[config.mk]
export PLATFORM = sky130hd
export DESIGN_NAME = sdwc_top
export DESIGN_NICKNAME = d
export VERILOG_FILES = /design/src/logic/sdwc_pkg.sv /design/src/logic/sdwc_top.sv
export SDC_FILE = /design/constraint.sdc
export NUM_CORES = 1
export LEC_CHECK = 0
export BUFFER_PORTS_ARGS = -buffer_cell sky130_fd_sc_hd__buf_2
export CAP_MARGIN = 5
export CELL_PAD_IN_SITES_DETAIL_PLACEMENT = 0
export CELL_PAD_IN_SITES_GLOBAL_PLACEMENT = 2
export CORE_MARGIN = 2
export CORE_UTILIZATION = 25
export CTS_BUF_LIST = sky130_fd_sc_hd__clkbuf_8
export DETAILED_ROUTE_END_ITERATION = 8
export HOLD_SLACK_MARGIN = 0.02
export PLACE_DENSITY = 0.85
export SLEW_MARGIN = 20
export SYNTH_ARGS = -nofsm -noshare
export SYNTH_HDL_FRONTEND = slang
export SYNTH_SLANG_ARGS = --single-unit
[constraint.sdc]
create_clock -name clk_i -period 1.7 [get_ports clk_i]
set_input_delay 0.425 -clock clk_i [delete_from_list [all_inputs] [get_ports clk_i]]
set_output_delay 0.425 -clock clk_i [all_outputs]
set_load 0.03 [all_outputs]
[src/logic/sdwc_pkg.sv]
// package: register map, field layout and constants of the power-down controller
package sdwc_pkg;
	// ==========================================================
	// register offsets (byte addresses)
	localparam logic [7:0] SDWC_CMD_OFF  = 8'h00;
	localparam logic [7:0] SDWC_MODE_OFF = 8'h04;
	localparam logic [7:0] SDWC_STAT_OFF = 8'h08;
	localparam logic [7:0] SDWC_MASK_OFF = 8'h0c;
	// ==========================================================
	// command fields
	localparam logic [7:0] SDWC_WRITE_KEY_VALUE = 8'ha5;
	localparam int         SDWC_KEY_LSB         = 24;
	localparam int         SDWC_CMD_BIT         = 0;
	// ==========================================================
	// mode fields and reset
	localparam int          SDWC_EDGE_LSB  = 0;
	localparam int          SDWC_DEB_LSB   = 4;
	localparam int          SDWC_ALARM_BIT = 17;
	localparam logic [31:0] SDWC_MODE_RST  = 32'h0000_0003;
	// ==========================================================
	// status fields
	localparam int          SDWC_WAKE_FLAG_BIT  = 0;
	localparam int          SDWC_ALARM_FLAG_BIT = 17;
	localparam logic [31:0] SDWC_STAT_MASK      = 32'h0002_0001;
	localparam logic [31:0] SDWC_STAT_RST       = 32'h0000_0000;
	localparam logic [31:0] SDWC_MASK_RST       = 32'h0000_0000;
	// ==========================================================
	// timing
	localparam int         SDWC_CMD_DELAY = 2;
	localparam int         SDWC_DEB_MULT  = 16;
	localparam logic [8:0] SDWC_DEB_ONE   = 9'h001;
	localparam logic [1:0] SDWC_CMD_ONE   = 2'h1;
	localparam logic [1:0] SDWC_CMD_LAST  = 2'h2;

	typedef enum logic [1:0] {
		SDWC_NO_DETECT = 2'h0,
		SDWC_RISE      = 2'h1,
		SDWC_WAKE_ON_FALL = 2'h2,
		SDWC_ANY       = 2'h3
	} sdwc_edge_t;

	typedef struct packed {
		logic       alarm_wake_enable;
		logic [3:0] wake_debounce_count;
		sdwc_edge_t wake_edge_select;
	} sdwc_mode_t;

	typedef enum {
		SDWC_IDLE,
		SDWC_DEBOUNCE
	} sdwc_state_t;
endpackage

[src/logic/sdwc_top.sv]
// power-down controller: key-protected shutdown command, debounced and alarm wake-up
// Notes on behaviour
// - runs on the one clock, never gated
// - keyed command with bit set asserts output
// - command reaches output two cycles later
// - wrong key discards the whole write
// - edge select: off, rise, fall, any
// - release after count*16+1 stable cycles
// - input change during debounce abandons it and returns to idle
// - input wake flag sticky, clears on read
// - enabled alarm rising edge releases output
// - enabled alarm edge sets flag, read clears
//
// Decided for this implementation: the Wishbone interface to the registers.
`timescale 1ns/1ns
`default_nettype none
module sdwc_top (
	input  wire logic        clk_i,       // slow clock
	input  wire logic        rst_i,       // sync reset, active high
	input  wire logic        wb_cyc_i,    // wishbone cycle
	input  wire logic        wb_stb_i,    // wishbone strobe
	input  wire logic        wb_we_i,     // wishbone write
	input  wire logic [7:0]  wb_adr_i,    // byte address
	input  wire logic [3:0]  wb_sel_i,    // byte enables
	input  wire logic [31:0] wb_dat_i,    // write data
	output logic      [31:0] wb_dat_o,    // read data
	output logic             wb_ack_o,    // acknowledge
	output logic             wb_err_o,    // unmapped access
	input  wire logic        wake_input_pin_i, // wake-up input
	input  wire logic        alarm_i,     // alarm level, synchronous
	output logic             power_off_pin_o,  // shutdown output, high = off
	output logic             irq_o        // level interrupt
);
	import sdwc_pkg::*;

	// ==========================================================
	// bus decode
	logic        req;
	logic        hit;
	logic        wr;
	logic        rd_stat;
	sdwc_mode_t  mode;
	sdwc_mode_t  next_mode;
	logic [31:0] stat;
	logic [31:0] next_stat;
	logic [31:0] mask;
	logic [31:0] next_mask;
	logic [31:0] next_dat;
	logic        next_ack;
	logic        next_err;

	function automatic logic [31:0] merge(input logic [31:0] old, input logic [31:0] nw,
			input logic [3:0] sel);
		logic [31:0] r;
		r = old;
		for (int i = 0; i < 4; i++) begin
			if (sel[i]) begin
				r[i*8 +: 8] = nw[i*8 +: 8];
			end
		end
		return r;
	endfunction

	// mode register as seen on the bus, unused bits read as zero
	function automatic logic [31:0] pack_mode(input sdwc_mode_t m);
		logic [31:0] r;
		r = 32'h0;
		r[SDWC_ALARM_BIT] = m.alarm_wake_enable;
		r[SDWC_DEB_LSB +: 4] = m.wake_debounce_count;
		r[SDWC_EDGE_LSB +: 2] = m.wake_edge_select;
		return r;
	endfunction

	logic [31:0] mode_wr;

	assign req = wb_cyc_i && wb_stb_i && !wb_ack_o && !wb_err_o;
	assign hit = (wb_adr_i == SDWC_CMD_OFF) || (wb_adr_i == SDWC_MODE_OFF)
		|| (wb_adr_i == SDWC_STAT_OFF) || (wb_adr_i == SDWC_MASK_OFF);
	assign wr = req && hit && wb_we_i;
	assign rd_stat = req && !wb_we_i && (wb_adr_i == SDWC_STAT_OFF);
	// byte lanes merged over the current mode word
	assign mode_wr = merge(pack_mode(mode), wb_dat_i, wb_sel_i);

	// ==========================================================
	// shutdown command pipeline
	logic       cmd_ok;
	logic [1:0] cmd_cnt;
	logic [1:0] next_cmd_cnt;
	logic       off;
	logic       next_off;
	logic       release_req;

	assign cmd_ok = wr && (wb_adr_i == SDWC_CMD_OFF) && (&wb_sel_i[3:0])
		&& (wb_dat_i[SDWC_KEY_LSB +: 8] == SDWC_WRITE_KEY_VALUE)
		&& wb_dat_i[SDWC_CMD_BIT];

	always_comb begin
		next_cmd_cnt = cmd_cnt;
		next_off = off;
		if (cmd_ok) begin
			next_cmd_cnt = SDWC_CMD_ONE;
		end else if (cmd_cnt == SDWC_CMD_LAST) begin
			next_cmd_cnt = 2'h0;
			next_off = 1'b1;
		end else if (cmd_cnt != 2'h0) begin
			next_cmd_cnt = cmd_cnt + SDWC_CMD_ONE;
		end
		if (release_req) begin
			next_off = 1'b0;
		end
	end

	always_ff @(posedge clk_i) begin
		if (rst_i) begin
			cmd_cnt <= 2'h0;
			off <= 1'b0;
		end else begin
			cmd_cnt <= next_cmd_cnt;
			off <= next_off;
		end
	end

	// ==========================================================
	// wake input edge detect and debounce
	logic        wake_q;
	logic        alarm_q;
	logic        trig;
	logic        chg;
	logic        level;
	logic        next_level;
	logic [8:0]  deb;
	logic [8:0]  next_deb;
	logic [8:0]  target;
	logic        wake_done;
	logic        alarm_evt;
	sdwc_state_t st;
	sdwc_state_t next_st;

	assign chg = wake_input_pin_i != wake_q;
	always_comb begin
		case (mode.wake_edge_select)
			SDWC_RISE:         trig = chg && wake_input_pin_i;
			SDWC_WAKE_ON_FALL: trig = chg && !wake_input_pin_i;
			SDWC_ANY:          trig = chg;
			default:           trig = 1'b0;
		endcase
	end

	assign target = 9'({mode.wake_debounce_count, 4'h0}) + SDWC_DEB_ONE;

	always_comb begin
		next_st = st;
		next_deb = deb;
		next_level = level;
		wake_done = 1'b0;
		case (st)
			SDWC_IDLE: begin
				if (trig) begin
					next_st = SDWC_DEBOUNCE;
					next_deb = SDWC_DEB_ONE;
					next_level = wake_input_pin_i;
				end
			end
			SDWC_DEBOUNCE: begin
				if (mode.wake_edge_select == SDWC_NO_DETECT) begin
					next_st = SDWC_IDLE;
					next_deb = 9'h000;
				end else if (wake_input_pin_i != level) begin
					next_st = SDWC_IDLE;
					next_deb = 9'h000;
				end else if (deb >= target) begin
					wake_done = 1'b1;
					next_st = SDWC_IDLE;
					next_deb = 9'h000;
				end else begin
					next_deb = deb + SDWC_DEB_ONE;
				end
			end
			default: begin
				next_st = SDWC_IDLE;
				next_deb = 9'h000;
			end
		endcase
	end

	assign alarm_evt = mode.alarm_wake_enable && alarm_i && !alarm_q;
	assign release_req = wake_done || alarm_evt;

	always_ff @(posedge clk_i) begin
		if (rst_i) begin
			wake_q <= 1'b0;
			alarm_q <= 1'b0;
			st <= SDWC_IDLE;
			deb <= 9'h000;
			level <= 1'b0;
		end else begin
			wake_q <= wake_input_pin_i;
			alarm_q <= alarm_i;
			st <= next_st;
			deb <= next_deb;
			level <= next_level;
		end
	end

	// ==========================================================
	// registers and bus answer
	always_comb begin
		next_mode = mode;
		next_mask = mask;
		next_stat = stat;
		if (wr && wb_adr_i == SDWC_MODE_OFF) begin
			next_mode.alarm_wake_enable = mode_wr[SDWC_ALARM_BIT];
			next_mode.wake_debounce_count = mode_wr[SDWC_DEB_LSB +: 4];
			next_mode.wake_edge_select = sdwc_edge_t'(mode_wr[SDWC_EDGE_LSB +: 2]);
		end
		if (wr && wb_adr_i == SDWC_MASK_OFF) begin
			next_mask = merge(mask, wb_dat_i, wb_sel_i) & SDWC_STAT_MASK;
		end
		if (rd_stat) begin
			next_stat = 32'h0;
		end
		if (wake_done) begin
			next_stat[SDWC_WAKE_FLAG_BIT] = 1'b1;
		end
		if (alarm_evt) begin
			next_stat[SDWC_ALARM_FLAG_BIT] = 1'b1;
		end
		next_ack = req && hit;
		next_err = req && !hit;
		next_dat = 32'h0;
		if (req && !wb_we_i) begin
			case (wb_adr_i)
				SDWC_MODE_OFF: next_dat = pack_mode(mode);
				SDWC_STAT_OFF: next_dat = stat;
				SDWC_MASK_OFF: next_dat = mask;
				default:       next_dat = 32'h0;
			endcase
		end
	end

	always_ff @(posedge clk_i) begin
		if (rst_i) begin
			mode <= sdwc_mode_t'({SDWC_MODE_RST[SDWC_ALARM_BIT],
				SDWC_MODE_RST[SDWC_DEB_LSB +: 4], SDWC_MODE_RST[SDWC_EDGE_LSB +: 2]});
			stat <= SDWC_STAT_RST;
			mask <= SDWC_MASK_RST;
			wb_dat_o <= 32'h0;
			wb_ack_o <= 1'b0;
			wb_err_o <= 1'b0;
		end else begin
			mode <= next_mode;
			stat <= next_stat;
			mask <= next_mask;
			wb_dat_o <= next_dat;
			wb_ack_o <= next_ack;
			wb_err_o <= next_err;
		end
	end

	assign power_off_pin_o = off;
	assign irq_o = |(stat & mask);
endmodule
`default_nettype wire

==> flow_summary.yaml <==
drt:
  wl_met2_mm: 2.117
  vias: 1729
  wl_met1_mm: 2.244
  routed.top_layer: "met4"
  drt_iter0_drc: 62
  routed_wl_mm: 4.753
  wl_met3_um: 287
  ant_nets: 0
  vias_per_cell: 4.323
  drt_first_pass_iters: 4
  wire_per_inst_um: 11.88
  drc: 0
power:
  p_leak_uw: 0.001194
  power.share.switching: 0.2833
  p_per_area_nw_per_um2: 717.1
  seqPwrFrac: 0.459
  comb_power_share: 0.195
  p_total_uw: 1928
  pwr-share-clk: 0.346
  ir_drop_mv: 0.2871
  internal_power_uw: 1382
  p_sw_uw: 546.2
layout:
  nets: 361
  final_cell_mix: "44 x buf_2, 32 x dfxtp_1, 30 x buf_4"
  drive_gt1_frac: 0.3926
  diodes: 0
  syn2layout_area_growth_pct: 35.58
  postLayoutCoreUtil: 0.3498
  final_common_cell: "buf_2"
yosys:
  muxShareOfSynthArea: 0.05237
  synth_compound_area_frac: 0.1205
  async_flop_share: 0
  syn_area_per_cell_um2: 8.974
  synth_cell_types: 48
  synth_ff_type: "dfxtp_1"
  synth_fa_ha_area_frac: 0.07571
  synth_warnings: 0
  ys_ff_latch: 36
  synthXorXnorAreaFrac: 0.008833
  synthCells: 221
  synth_top_family_by_area: "simple AND/OR/NAND/NOR gates"
  synth_edf_count: 0
  netlist_area_um2: 1983
  synthSimpleGateAreaFrac: 0.2543
  yosysSeqAreaShare: 0.3634
worst_setup_path:
  crit_type: "flop to flop"
  reg2reg_from: "mode[5]"
  ff2ff_setup_slack_ns: -0.19
  r2r.worst_path.cells: 7
  required_ns: 1.90
  critPathLaunchType: "flop"
  critPathMaxFanout: 2
  cp_data_arrival_time_ns: 2.09
  r2r-end: "power_off_pin_o"
  cp-end-kind: "flop"
grt:
  grtUsageTotal: 0.1115
  grt.overflow.total: 0
  grt_pass1_wl_mm: 7.610
  grt_pass1_vias: 1607
  grt_max_degree: 25
  antenna_found_initial: 0
sta:
  rsz0062_at_grt: "yes"
  finalSetupViolCount: 12
  hold_viol: 0
  timing.final.ws_setup_ns: -0.1915
  drv_slew: 0
  fin_skew_ns: 0.002929
  period_share: 1.113
  max_freq_ghz: 0.5287
  period_minus_slack_ns: 1.892
run_status:
  failed_checks: "setup timing"
  status: "complete, but fails checks"
hold_path:
  hold_path_class: "primary input to flop"
  worstHoldStart: "alarm_i"
  holdPathStages: 2
  worstHoldEndpoint: "alarm_q"
cts:
  hold_buffers: 0
  clock_sinks: 36
  clk_pin_slew_ns: 0.07
  clkLatencyLatePin_ns: 0.28
  root_buffer: "clkbuf_8"
  numCtsBuffers: 5
  htree_levels: 2
  cts_tree: "yes"
  clock_path_buffers: 2
placement:
  dp_hpwl_mm: 3.455
  gp_congestion: 0.7724
  portBuffers: 44
run:
  cap_violations: 0
floorplanning:
  ios: 87
  start_util: 0.2580
  core_area_um2: 7687
  rows: 32
  die_x_um: 93.07
  dieHeight_um: 93.07
  dieArea_um2: 8661
## how the worst max path moves through the flow
stage,cells past startpoint,from,end
final,7,mode[5],power_off_pin_o
after global routing,7,mode[5],power_off_pin_o
after CTS,8,mode[5],deb[8]
after detailed placement,7,mode[5],power_off_pin_o
after global placement,6,wb_adr_i[1],stat[17]
after floorplan,7,mode[5],power_off_pin_o
## sequential cells by signal, summed over array words and instances, names as in the netlist
register	count
level	1
wb_err_o	1
wb_ack_o	1
wake_q	1
st	1
stat	2
mode	7
power_off_pin_o	1
deb	9
mask	2
alarm_q	1
cmd_cnt	2
wb_dat_o	7
## cell type report
cell class,instances,area (um2)
clock buffer,7,96.34
tap,102,127.6
inverter,10,37.54
timing repair buffer,75,465.4
sequential,36,725.7
multi-input combinational,170,1236
fill,822,4999
## Yosys cell counts, drive strengths merged, types with 2 or more instances
| master | number | area (um2) |
|---|---|---|
| o2bb2ai | 2 | 17.52 |
| or3 | 3 | 18.77 |
| buf | 25 | 187.7 |
| a21oi | 17 | 85.08 |
| nand3 | 3 | 20.02 |
| clkbuf | 5 | 18.77 |
| inv | 10 | 37.54 |
| dfxtp | 36 | 720.7 |
| a22oi | 2 | 15.01 |
| or2 | 3 | 18.77 |
| nand2b | 6 | 37.54 |
| o211ai | 2 | 20.02 |
| nand2 | 13 | 48.80 |
| mux2 | 3 | 33.78 |
| ha | 12 | 150.1 |
| nor2b | 6 | 37.54 |
| a21o | 6 | 45.04 |
| mux2i | 7 | 70.07 |
| nor3 | 13 | 81.33 |
| nor4 | 3 | 40.04 |
| nand4 | 2 | 12.51 |
| nor2 | 16 | 60.06 |
| o21ai | 6 | 30.03 |
| nor4b | 2 | 23.77 |
| nor4bb | 2 | 20.02 |
## metal layers
layer	track usage	up-vias
met4	0.03922	0
met3	0.02740	8
met2	0.1793	59
met5	0	-
li1	-	877
met1	0.1456	785
## critical path: stages, from the launching register on
cell     delay [ns]
dfxtp_2        0.33
inv_2          0.05
ha_4           0.15
or4_4          0.48
nor4_4         0.24
o21a_2         0.19
or2b_1         0.16
nor4b_4        0.21
## metrics by stage
step                hold WS, ns  cell area, um2  setup slack, ns  setup TNS, ns  cells
floorplan                0.4348            2092         -0.05877        -0.3337    245
global placement         0.4676            2441          -0.2288         -4.204    387
detailed placement       0.4651            2441          -0.2755         -4.915    387
CTS                      0.3631            2650          -0.1799         -1.440    399
global route             0.3708            2689          -0.3219         -2.730    400
finish                   0.3674            2689          -0.1915         -1.393    400
## power by group through the flow
stage | Sequential (uW) | Clock, uW | Combinational (uW)
6_report | 885 | 668 | 375
5_1_grt | 889 | 730 | 410
4_1_cts | 885 | 695 | 369
3_5_place_dp | 905 | 0 | 340
3_3_place_gp | 904 | 0 | 328
2_1_floorplan | 909 | 0 | 272
## cells by family (layout without fill, tap and decap cells)
| family | count (synthesis) | count (layout) |
|---|---|---|
| other cells | 1 | 25 |
| xor+xnor | 2 | 2 |
| simple gates | 82 | 82 |
| fa+ha+maj | 12 | 12 |
| flops | 36 | 36 |
| buf+inv | 40 | 92 |
| compound gates | 38 | 39 |
| mux | 10 | 10 |
## what timing repair did
action                                  4_1_cts  5_1_grt
pin swaps                                     6        2
endpoints found under the setup margin       13       16
endpoints found under the hold margin         0        0
cloned                                        1        0
gates resized for setup                      13        6
setup buffers                                 4        1
No activity file was read; power rests on OpenSTA's default activity.
